[src/inc/bpr_defines.svh]
// Offsets, field positions, reset values and write masks of the bus port block.
// Assumes byte-wide registers on a byte-addressed register port.
`ifndef BPR_DEFINES_SVH
`define BPR_DEFINES_SVH

// Register offsets from the module base
`define BPR_OFS_PA_VAL   6'h00
`define BPR_OFS_PB_VAL   6'h01
`define BPR_OFS_PA_DIR   6'h02
`define BPR_OFS_PB_DIR   6'h03
`define BPR_OFS_RSV_LO   6'h04
`define BPR_OFS_RSV_HI   6'h07
`define BPR_OFS_PE_VAL   6'h08
`define BPR_OFS_PE_DIR   6'h09
`define BPR_OFS_PE_ASGN  6'h0A
`define BPR_OFS_MODE     6'h0B
`define BPR_OFS_PULL     6'h0C
`define BPR_OFS_RDRIVE   6'h0D
`define BPR_OFS_EBUS     6'h0E
`define BPR_OFS_RSV_F    6'h0F
`define BPR_OFS_IRQ_CTL  6'h1E
`define BPR_OFS_PK_VAL   6'h32
`define BPR_OFS_PK_DIR   6'h33
`define BPR_SPAN         16'h0040

// Reset values
`define BPR_RST_ZERO     8'h00
`define BPR_RST_IRQ_CTL  8'h40

// Implemented bits; the rest read zero
`define BPR_MSK_PE_ASGN  8'h3C
`define BPR_MSK_MODE     8'hE3
`define BPR_MSK_PULL     8'hD3
`define BPR_MSK_RDRIVE   8'h93
`define BPR_MSK_EBUS     8'h01
`define BPR_MSK_IRQ_CTL  8'hC0

// Field positions
`define BPR_MODE_HI      7
`define BPR_MODE_LO      5
`define BPR_MODE_EME     1
`define BPR_ASGN_PIPE    5
`define BPR_ASGN_NOCLK   4
`define BPR_ASGN_STRB    3
`define BPR_ASGN_RW      2
`define BPR_PULL_PE      4

// Operating mode codes
`define BPR_MODE_SS      3'h0
`define BPR_MODE_NS      3'h4
`define BPR_MODE_PERIPH  3'h6

`endif

[src/inc/bpr_pkg.sv]
// Types of the bus port block.
// Assumes bpr_defines.svh supplies the numeric constants.
package bpr_pkg;

  // Whole state of the block, registered as one word
  typedef struct packed {
    logic [7:0] pa_val;
    logic [7:0] pb_val;
    logic [7:0] pa_dir;
    logic [7:0] pb_dir;
    logic [7:0] pe_val;
    logic [7:0] pe_dir;
    logic [7:0] pe_asgn;
    logic [7:0] mode;
    logic [7:0] pull;
    logic [7:0] rdrive;
    logic [7:0] ebus;
    logic [7:0] irq_ctl;
    logic [7:0] pk_val;
    logic [7:0] pk_dir;
    logic [7:0] rdata;
    logic [7:0] pe_out;
    logic [7:0] pe_oe;
    logic [7:0] pe_pull_en;
    logic       irq_req_n;
    logic       nonmaskable_interrupt_request_req_n;
    logic       echo_rd;
    logic       echo_wr;
    logic [5:0] echo_ofs;
    logic [7:0] echo_wdata;
  } bpr_state_t;

endpackage : bpr_pkg

[src/design/bpr_port_block.sv]
// Port register block of a multiplexed external bus: ports A, B, E, K and controls.
// Assumes a synchronous register port and pin inputs synchronous to core_clk.
//
// Our own choice: the address-and-strobe port.
`include "bpr_defines.svh"
`timescale 1ns/1ns
`default_nettype none

module bpr_port_block #(
  parameter int         ADDR_W      = 16,
  parameter logic [7:0] PE_PULL_UP  = 8'h9F
) (
  input  wire logic              core_clk,
  input  wire logic              reset,
  // Register port
  input  wire logic [ADDR_W-1:0] reg_base,
  input  wire logic [ADDR_W-1:0] reg_addr,
  input  wire logic [7:0]        reg_wdata,
  input  wire logic              reg_wr,
  input  wire logic              reg_rd,
  output logic      [7:0]        reg_rdata,
  // Ports A, B and K
  input  wire logic [7:0]        pa_in,
  output logic      [7:0]        pa_out,
  output logic      [7:0]        pa_oe,
  input  wire logic [7:0]        pb_in,
  output logic      [7:0]        pb_out,
  output logic      [7:0]        pb_oe,
  input  wire logic [7:0]        pk_in,
  output logic      [7:0]        pk_out,
  output logic      [7:0]        pk_oe,
  // Port E pads
  input  wire logic [7:0]        pe_in,
  output logic      [7:0]        pe_out,
  output logic      [7:0]        pe_oe,
  output logic      [7:0]        pe_pull_en,
  output logic      [7:0]        pe_pull_up,
  // Bus function sources
  input  wire logic [1:0]        bus_pipe,
  input  wire logic              bus_eclk,
  input  wire logic              bus_strobe_n,
  input  wire logic              bus_rw,
  // Interrupt requests
  output logic                   irq_req_n,
  output logic                   nonmaskable_interrupt_request_req_n,
  // Register contents
  output logic      [7:0]        mode_value,
  output logic      [7:0]        rdrive_value,
  output logic      [7:0]        ebus_value,
  output logic      [7:0]        irq_ctl_value,
  // External echo
  output logic                   echo_rd,
  output logic                   echo_wr,
  output logic      [5:0]        echo_ofs,
  output logic      [7:0]        echo_wdata
);

  // Refuse an address bus too narrow for the register span
  if (ADDR_W < 7 || ADDR_W > 32) begin : g_chk
    $error("bpr_port_block: ADDR_W must be 7 to 32");
  end

  // Pins 6:5 carry no pull device; a polarity there means nothing
  localparam logic [7:0] PULL_CAPABLE = 8'h9F;
  if ((PE_PULL_UP & ~PULL_CAPABLE) != 8'h00) begin : g_chk_pull
    $error("bpr_port_block: PE_PULL_UP names pins without pulls");
  end

  bpr_pkg::bpr_state_t st_reg;
  bpr_pkg::bpr_state_t st_next;

  // Address decode
  logic [ADDR_W-1:0] rel_addr;
  logic              in_span;
  logic [5:0]        ofs;
  logic              wr_ok;
  logic              rd_ok;

  // One select per implemented register
  logic              hit_pa_val;
  logic              hit_pb_val;
  logic              hit_pa_dir;
  logic              hit_pb_dir;
  logic              hit_pe_val;
  logic              hit_pe_dir;
  logic              hit_pe_asgn;
  logic              hit_mode;
  logic              hit_pull;
  logic              hit_rdrive;
  logic              hit_ebus;
  logic              hit_irq_ctl;
  logic              hit_pk_val;
  logic              hit_pk_dir;

  // Mode and map state
  logic [2:0]        mode_code;
  logic              periph_mode;
  logic              expanded;
  logic              pe_unmapped;
  logic              rsv_hit;
  logic              unmapped;

  // Per-bit port views
  logic [7:0]        pe_special;
  logic [7:0]        pe_spec_val;
  wire logic [7:0]   pe_rd_val;
  wire logic [7:0]   pe_inputs;
  wire logic [7:0]   pe_drv_en;
  wire logic [7:0]   pe_drv_val;
  wire logic [7:0]   pe_pull_sel;
  wire logic [7:0]   pa_rd_val;
  wire logic [7:0]   pb_rd_val;
  wire logic [7:0]   pk_rd_val;

  // Offset from the relocatable base
  assign rel_addr = reg_addr - reg_base;
  assign in_span  = rel_addr < ADDR_W'(`BPR_SPAN);
  assign ofs      = rel_addr[5:0];

  // Register selects within the span
  assign hit_pa_val  = ofs == `BPR_OFS_PA_VAL;
  assign hit_pb_val  = ofs == `BPR_OFS_PB_VAL;
  assign hit_pa_dir  = ofs == `BPR_OFS_PA_DIR;
  assign hit_pb_dir  = ofs == `BPR_OFS_PB_DIR;
  assign hit_pe_val  = ofs == `BPR_OFS_PE_VAL;
  assign hit_pe_dir  = ofs == `BPR_OFS_PE_DIR;
  assign hit_pe_asgn = ofs == `BPR_OFS_PE_ASGN;
  assign hit_mode    = ofs == `BPR_OFS_MODE;
  assign hit_pull    = ofs == `BPR_OFS_PULL;
  assign hit_rdrive  = ofs == `BPR_OFS_RDRIVE;
  assign hit_ebus    = ofs == `BPR_OFS_EBUS;
  assign hit_irq_ctl = ofs == `BPR_OFS_IRQ_CTL;
  assign hit_pk_val  = ofs == `BPR_OFS_PK_VAL;
  assign hit_pk_dir  = ofs == `BPR_OFS_PK_DIR;

  // Mode decode
  assign mode_code   = st_reg.mode[`BPR_MODE_HI:`BPR_MODE_LO];
  assign periph_mode = mode_code == `BPR_MODE_PERIPH;
  assign expanded    = !periph_mode && mode_code != `BPR_MODE_SS
                       && mode_code != `BPR_MODE_NS;
  assign pe_unmapped = periph_mode
                       || (expanded && st_reg.mode[`BPR_MODE_EME]);
  assign rsv_hit     = (ofs >= `BPR_OFS_RSV_LO && ofs <= `BPR_OFS_RSV_HI)
                       || ofs == `BPR_OFS_RSV_F;

  // Accesses that leave the on-chip map and go outside
  assign unmapped = in_span && ((rsv_hit && periph_mode)
                    || (hit_pe_val && pe_unmapped));

  // Accesses that stay on chip; others are ignored or echoed
  assign wr_ok = reg_wr && in_span && !unmapped;
  assign rd_ok = reg_rd && in_span && !unmapped;

  // Pins given over to bus functions by the assignment register
  assign pe_special = {1'b0,
                       st_reg.pe_asgn[`BPR_ASGN_PIPE],
                       st_reg.pe_asgn[`BPR_ASGN_PIPE],
                       ~st_reg.pe_asgn[`BPR_ASGN_NOCLK],
                       st_reg.pe_asgn[`BPR_ASGN_STRB],
                       st_reg.pe_asgn[`BPR_ASGN_RW],
                       2'b00};
  assign pe_spec_val = {1'b0, bus_pipe, bus_eclk,
                        bus_strobe_n, bus_rw, 2'b00};

  // Per-bit port E decode: sense, drive, read source, pull
  for (genvar b = 0; b < 8; b++) begin : g_pe_bit
    if (b < 2) begin : g_in_only
      // Interrupt pins only ever sense
      assign pe_inputs[b]  = 1'b1;
      assign pe_drv_en[b]  = 1'b0;
      assign pe_drv_val[b] = 1'b0;
    end else begin : g_io
      // Bus function wins; otherwise the direction bit decides
      assign pe_inputs[b]  = !pe_special[b] && !st_reg.pe_dir[b];
      assign pe_drv_en[b]  = pe_special[b] || st_reg.pe_dir[b];
      assign pe_drv_val[b] = pe_special[b] ? pe_spec_val[b]
                                           : st_reg.pe_val[b];
    end
    // Read source: pin while sensing, output latch while driving
    assign pe_rd_val[b] = pe_inputs[b] ? pe_in[b] : st_reg.pe_val[b];
    // One enable for all pull-capable pins, only while they sense
    assign pe_pull_sel[b] = st_reg.pull[`BPR_PULL_PE] && pe_inputs[b]
                            && PULL_CAPABLE[b];
  end

  // Ports A, B and K read back: pin when sensing, latch when driving
  for (genvar b = 0; b < 8; b++) begin : g_gp_bit
    // Port A
    assign pa_rd_val[b] = st_reg.pa_dir[b] ? st_reg.pa_val[b] : pa_in[b];
    // Port B
    assign pb_rd_val[b] = st_reg.pb_dir[b] ? st_reg.pb_val[b] : pb_in[b];
    // Port K
    assign pk_rd_val[b] = st_reg.pk_dir[b] ? st_reg.pk_val[b] : pk_in[b];
  end

  // Next state: register writes, read data, pin drive
  always_comb begin
    st_next       = st_reg;
    st_next.rdata = 8'h00;

    // Register writes; reserved and unlisted offsets ignore them
    if (wr_ok) begin
      if (hit_pa_val) begin
        st_next.pa_val = reg_wdata;
      end else if (hit_pb_val) begin
        st_next.pb_val = reg_wdata;
      end else if (hit_pa_dir) begin
        st_next.pa_dir = reg_wdata;
      end else if (hit_pb_dir) begin
        st_next.pb_dir = reg_wdata;
      end else if (hit_pe_val) begin
        st_next.pe_val = reg_wdata;
      end else if (hit_pe_dir) begin
        st_next.pe_dir = reg_wdata & 8'hFC;
      end else if (hit_pe_asgn) begin
        st_next.pe_asgn = reg_wdata & `BPR_MSK_PE_ASGN;
      end else if (hit_mode) begin
        st_next.mode = reg_wdata & `BPR_MSK_MODE;
      end else if (hit_pull) begin
        st_next.pull = reg_wdata & `BPR_MSK_PULL;
      end else if (hit_rdrive) begin
        st_next.rdrive = reg_wdata & `BPR_MSK_RDRIVE;
      end else if (hit_ebus) begin
        st_next.ebus = reg_wdata & `BPR_MSK_EBUS;
      end else if (hit_irq_ctl) begin
        st_next.irq_ctl = reg_wdata & `BPR_MSK_IRQ_CTL;
      end else if (hit_pk_val) begin
        st_next.pk_val = reg_wdata;
      end else if (hit_pk_dir) begin
        st_next.pk_dir = reg_wdata;
      end
    end

    // Register reads; anything unlisted returns zero
    if (rd_ok) begin
      if (hit_pa_val) begin
        st_next.rdata = pa_rd_val;
      end else if (hit_pb_val) begin
        st_next.rdata = pb_rd_val;
      end else if (hit_pa_dir) begin
        st_next.rdata = st_reg.pa_dir;
      end else if (hit_pb_dir) begin
        st_next.rdata = st_reg.pb_dir;
      end else if (hit_pe_val) begin
        st_next.rdata = pe_rd_val;
      end else if (hit_pe_dir) begin
        st_next.rdata = st_reg.pe_dir;
      end else if (hit_pe_asgn) begin
        st_next.rdata = st_reg.pe_asgn;
      end else if (hit_mode) begin
        st_next.rdata = st_reg.mode;
      end else if (hit_pull) begin
        st_next.rdata = st_reg.pull;
      end else if (hit_rdrive) begin
        st_next.rdata = st_reg.rdrive;
      end else if (hit_ebus) begin
        st_next.rdata = st_reg.ebus;
      end else if (hit_irq_ctl) begin
        st_next.rdata = st_reg.irq_ctl;
      end else if (hit_pk_val) begin
        st_next.rdata = pk_rd_val;
      end else if (hit_pk_dir) begin
        st_next.rdata = st_reg.pk_dir;
      end else begin
        st_next.rdata = 8'h00;
      end
    end

    // External echo of accesses outside the on-chip map
    st_next.echo_rd    = reg_rd && unmapped;
    st_next.echo_wr    = reg_wr && unmapped;
    st_next.echo_ofs   = (reg_rd || reg_wr) && unmapped ? ofs : st_reg.echo_ofs;
    st_next.echo_wdata = reg_wr && unmapped ? reg_wdata : st_reg.echo_wdata;

    // Port E drive: bus function or general output latch
    st_next.pe_out     = pe_drv_val;
    st_next.pe_oe      = pe_drv_en;

    // Pulls on pull-capable pins only while they sense
    st_next.pe_pull_en = pe_pull_sel;

    // Interrupt request inputs on pins 1:0
    st_next.irq_req_n  = pe_in[1];
    st_next.nonmaskable_interrupt_request_req_n = pe_in[0];
  end

  // State register
  always_ff @(posedge core_clk or posedge reset) begin
    if (reset) begin
      st_reg            <= '0;
      st_reg.irq_ctl    <= `BPR_RST_IRQ_CTL;
      st_reg.mode       <= `BPR_RST_ZERO;
      st_reg.irq_req_n  <= 1'b1;
      st_reg.nonmaskable_interrupt_request_req_n <= 1'b1;
    end else begin
      st_reg <= st_next;
    end
  end

  // Read data and general port latches, straight from the state register
  assign reg_rdata     = st_reg.rdata;
  assign pa_out        = st_reg.pa_val;
  assign pa_oe         = st_reg.pa_dir;
  assign pb_out        = st_reg.pb_val;
  assign pb_oe         = st_reg.pb_dir;
  assign pk_out        = st_reg.pk_val;
  assign pk_oe         = st_reg.pk_dir;

  // Port E pads
  assign pe_out        = st_reg.pe_out;
  assign pe_oe         = st_reg.pe_oe;
  assign pe_pull_en    = st_reg.pe_pull_en;
  assign pe_pull_up    = PE_PULL_UP | 8'h03;

  // Interrupt requests and register contents
  assign irq_req_n     = st_reg.irq_req_n;
  assign nonmaskable_interrupt_request_req_n    = st_reg.nonmaskable_interrupt_request_req_n;
  assign mode_value    = st_reg.mode;
  assign rdrive_value  = st_reg.rdrive;
  assign ebus_value    = st_reg.ebus;
  assign irq_ctl_value = st_reg.irq_ctl;

  // External echo
  assign echo_rd       = st_reg.echo_rd;
  assign echo_wr       = st_reg.echo_wr;
  assign echo_ofs      = st_reg.echo_ofs;
  assign echo_wdata    = st_reg.echo_wdata;

endmodule : bpr_port_block

`default_nettype wire

[config.mk]
export PLATFORM = sky130hd
export DESIGN_NAME = bpr_port_block
export DESIGN_NICKNAME = d
export VERILOG_FILES = /design/src/inc/bpr_pkg.sv /design/src/design/bpr_port_block.sv
export VERILOG_INCLUDE_DIRS = /design/src /design/src/inc
export SDC_FILE = /design/constraint.sdc
export NUM_CORES = 1
export LEC_CHECK = 0
export BUFFER_PORTS_ARGS = -buffer_cell sky130_fd_sc_hd__buf_2
export CAP_MARGIN = 30
export CORE_ASPECT_RATIO = 0.9
export CORE_UTILIZATION = 45
export CTS_CLUSTER_DIAMETER = 50
export DETAILED_ROUTE_END_ITERATION = 8
export HOLD_SLACK_MARGIN = 0.12
export PLACE_DENSITY = 0.74
export RECOVER_POWER = 25
export SYNTH_ARGS = -nofsm -noshare
export SYNTH_HDL_FRONTEND = slang
export SYNTH_SLANG_ARGS = --single-unit
[constraint.sdc]
create_clock -name core_clk -period 6.4 [get_ports core_clk]
set_input_delay 1.28 -clock core_clk [delete_from_list [all_inputs] [get_ports core_clk]]
set_output_delay 1.28 -clock core_clk [all_outputs]
set_load 0.02 [all_outputs]
==> implementation parameters <==
Parameter                              Value

Job
  Number of maximum-capacitance violations    1

Placement
  Last weighted congestion value of the routability-driven placer    0.909
  Area after DPL    7990 sq um
  Detailed placement HPWL    15.0 mm
  Setup slack after placement    1330 ps
  Port Buf Inserts    184

STA
  Highest attainable clock frequency    215 MHz
  RSZ-0062 raised after global routing    no
  Final hold violation count    0
  Tightest Pin Transition    2960 ps
  Max-slew violation total from the final report    68
  Shortest period the worst path allows    4660 ps
  Worst slew margin relative to its limit    -0.983
  Post-route fraction of the period consumed by the critical path    0.728
  Layout Skew    7.21 ps
  Summed negative setup slack over all endpoints    0 ps
  Setup Viol. Count Final    0
  Hold_ws    412 ps
  Crit path setup slack, layout    1740 ps

CTS
  Post-CTS Setup Bufs    0
  Clock Latency Late Sink    420 ps
  Clock Tree Root    sky130_fd_sc_hd__clkbuf_16
  CTS tree    yes
  Inserted Clock Buffers    17
  Number of clock sinks    124
  Cts-stage hold buffer count    0
  H-tree level count    4
  Count of cells resized by post-cts repair    0
  CTS clk-pin slew, worst paths    60 ps
  Clock tree buffer depth    2

Floorplanning
  Area of the core    16,900 sq um
  Ports    219
  X dimension of the die    141 um
  Total Die Area    17,800 sq um
  Number of placement rows    45
  DIE HEIGHT    127 um
  Effective utilization at floorplan    0.461

Hold path
  Path category of the worst min-delay check    flop to flop
  Worst Min Path Start    pe_drv_val[7]
  Hold path depth    0
  Hold path endpoint    pe_out[7]

Power
  Pleak    4.47 nW
  Peak ir drop on the vdd network    185 uV
  Total power draw    2.15 mW
  Power per Cell Area    249 nW/um^2

Synth
  Area of the mapped netlist    7790 sq um
  Proportion of synthesized flip-flops having asynchronous set or reset    1.00
  Total number of yosys warnings    0
  Avg Synthesized Cell Area    10.2 sq um
  Sequential area share after synthesis    0.399
  Post-synth top flop    sky130_fd_sc_hd__dfrtp_1
  Number of synthesized flops with an enable pin    0
  Number of flip-flops and latches in the synthesized netlist    124
  Synthesized instance count    765
  Yosys cell types    76

Drt
  DRC violations left    0
  Ratio of routed vias to standard cells    5.58
  DR pass1 iterations    5
  DRC marker count from the first detailed-route iteration    517
  Via count    5,916
  Routed Antenna Nets    0
  Average wire per standard cell    19.3 um
  Final WL    20.5 mm

Critical path
  Kind of cell with the highest combined delay on the critical path    simple AND/OR/NAND/NOR gates
  Reg2Reg Launch Point    mode_value[7]
  Worst reg2reg path endpoint    reg_rdata[0]
  Critical path capture point type    flop
  Internal reg-to-reg setup slack    3960 ps
  Arrival time at the worst endpoint    4960 ps
  Depth of the worst register-to-register path    6
  Cell type with the highest occurrence count on the critical path    sky130_fd_sc_hd__and4_1
  Critical Path, Cell by Cell    buf_2 > inv_1 > ha_1 > a21oi_2 > o22ai_1 > or2_2 > o41ai_1 > mux2i_1 > and4_1 > and4_1 > mux2_2
  Critical Path Stages    11
  Maximum net fanout on the critical path    12
  Required time worst endpoint    6710 ps
  Crit-path max cell delay    620 ps
  Crit Path Class    input pin to flop
  Critical-path cell with the highest stage delay    sky130_fd_sc_hd__and4_1
  Worst setup SP type    input pin
  CP bufs+invs    2

Layout
  Number of flip-flops under the largest register name    15
  Fraction of layout instances using a drive strength above 1    0.404
  Multi-input gate area in the final layout    3540 sq um
  # diodes    0
  Area Growth Syn to Fin    10.8%
  # nets final    934
  Area occupied by registers    3110 sq um
  Design area    8630 sq um
  Filler cells    1,541

Global route
  Via count of the first global-routing pass    5,584
  Number of antenna violations at the first check in global routing    0
  Wire length of the first global-routing pass    32.2 mm
  Grt ovf    0
  GRT Resource Usage Total    0.239
  Largest net degree at the start of global routing    68

Outcome
  Violations in the final reports    capacitance limit, slew limit
  Status    finished with violations
-- metrics by stage --
stage,std cells,util
2_1_floorplan,797,-
3_3_place_gp,1029,0.473
3_5_place_dp,1029,0.473
4_1_cts,1061,0.511
5_1_grt,1061,0.511
6_report,1061,0.511
-- worst max path at each step --
| stage | start | to | slack (ps) |
|---|---|---|---|
| after detailed placement | reg_addr[0] | pk_oe[1] | 1330 |
| final | reg_base[10] | pk_oe[1] | 1740 |
| after global routing | reg_base[10] | pk_oe[1] | 1580 |
| after CTS | reg_addr[0] | pk_oe[6] | 1760 |
| after global placement | reg_addr[0] | pk_oe[4] | 1370 |
| after floorplan | reset | ebus_value[0] | 1830 |
-- worst register-to-register path: cells and delay by family, from the launching register on --
kind | cells | cell delay, ps
flip-flops | 1 | 420
AND/OR/NAND/NOR | 4 | 1330
AO/OA/AOI/OAI | 2 | 610
-- cell families (layout without fill, tap and decap cells) --
| group | after synthesis | in the layout | synth area share |
|---|---|---|---|
| flip-flops | 124 | 124 | 0.399 |
| other | 2 | 34 | 0.000965 |
| XOR/XNOR | 4 | 4 | 0.00450 |
| AND/OR/NAND/NOR | 153 | 153 | 0.110 |
| multiplexers | 112 | 112 | 0.160 |
| adder cells (fa/ha/maj) | 16 | 16 | 0.0267 |
| AO/OA/AOI/OAI | 155 | 155 | 0.137 |
| buffers and inverters | 199 | 252 | 0.162 |
-- synth_stat cells (all sizes together) (2+ instances only) --
| library cell | number | area, sq um |
|---|---|---|
| o21ai | 40 | 200 |
| a221oi | 3 | 38.8 |
| nor2 | 28 | 105 |
| a311oi | 2 | 17.5 |
| o32ai | 3 | 26.3 |
| buf | 145 | 1060 |
| dfrtp | 121 | 3030 |
| and4 | 4 | 35.0 |
| dfstp | 3 | 78.8 |
| o31a | 2 | 26.3 |
| a31oi | 6 | 37.5 |
| or2 | 6 | 37.5 |
| a22oi | 2 | 15.0 |
| ha | 15 | 188 |
| nand2 | 41 | 156 |
| o21bai | 2 | 15.0 |
| conb | 2 | 7.51 |
| nand2b | 3 | 18.8 |
| nor2b | 13 | 88.8 |
| xor2 | 3 | 26.3 |
| a2111oi | 5 | 43.8 |
| nor3 | 7 | 35.0 |
| and2 | 8 | 50.1 |
| o31ai | 2 | 15.0 |
| clkbuf | 23 | 87.6 |
| nor4 | 6 | 73.8 |
| mux2 | 99 | 1110 |
| mux2i | 13 | 130 |
| o22ai | 13 | 81.3 |
| o211ai | 9 | 67.6 |
| o221a | 3 | 33.8 |
| or3 | 6 | 42.5 |
| nand3b | 6 | 45.0 |
| nand3 | 15 | 90.1 |
| inv | 30 | 113 |
| o221ai | 2 | 17.5 |
| and3 | 5 | 31.3 |
| a21boi | 3 | 22.5 |
| a211oi | 7 | 70.1 |
| o22a | 6 | 52.6 |
| nand4 | 2 | 18.8 |
| o21a | 6 | 45.0 |
| a21oi | 29 | 153 |
-- report_power, final --
part	internal (mW)	leakage (nW)	switching, mW	total, mW
Clock	0.710	0.305	0.354	1.06
Sequential	0.787	1.71	0.000505	0.787
Combinational	0.0943	2.46	0.206	0.300
-- per-layer routing --
metal	GRT usage	share of wire	vias up
li1	-	-	2706
met1	0.337	0.45	2855
met2	0.358	0.45	317
met3	0.0619	0.083	38
met4	0.0774	0.020	0
met5	0	0	-
-- layout make-up --
class,count,area share
clock inverters,11,0.0220
well taps,211,0.0306
inverters,31,0.0136
repair buffers,189,0.110
clock buffers,21,0.0534
multi-input cells,474,0.410
flip-flops and latches,124,0.360
-- placed cells by master, fill, tap and decap left out, types with 4 or more instances in the layout --
cell                         instances
sky130_fd_sc_hd__a2111oi_0           5
sky130_fd_sc_hd__a211oi_1            5
sky130_fd_sc_hd__a21oi_1            27
sky130_fd_sc_hd__a31oi_1             6
sky130_fd_sc_hd__and2_1              6
sky130_fd_sc_hd__and3_1              5
sky130_fd_sc_hd__and4_1              4
sky130_fd_sc_hd__buf_2             179
sky130_fd_sc_hd__buf_4               5
sky130_fd_sc_hd__bufinv_16           5
sky130_fd_sc_hd__clkbuf_1            7
sky130_fd_sc_hd__clkbuf_16          17
sky130_fd_sc_hd__clkinvlp_4          4
sky130_fd_sc_hd__conb_1             34
sky130_fd_sc_hd__dfrtp_1           121
sky130_fd_sc_hd__ha_1               15
sky130_fd_sc_hd__inv_1              29
sky130_fd_sc_hd__mux2_2             99
sky130_fd_sc_hd__mux2i_1            13
sky130_fd_sc_hd__nand2_1            40
sky130_fd_sc_hd__nand3_1            12
sky130_fd_sc_hd__nand3b_1            6
sky130_fd_sc_hd__nor2_1             28
sky130_fd_sc_hd__nor2b_1            12
sky130_fd_sc_hd__nor3_1              7
sky130_fd_sc_hd__o211ai_1            9
sky130_fd_sc_hd__o21a_1              6
sky130_fd_sc_hd__o21ai_0            40
sky130_fd_sc_hd__o22a_1              6
sky130_fd_sc_hd__o22ai_1            13
sky130_fd_sc_hd__or2_2               5
sky130_fd_sc_hd__or3_1               5
(Power assumes the default switching activity.)
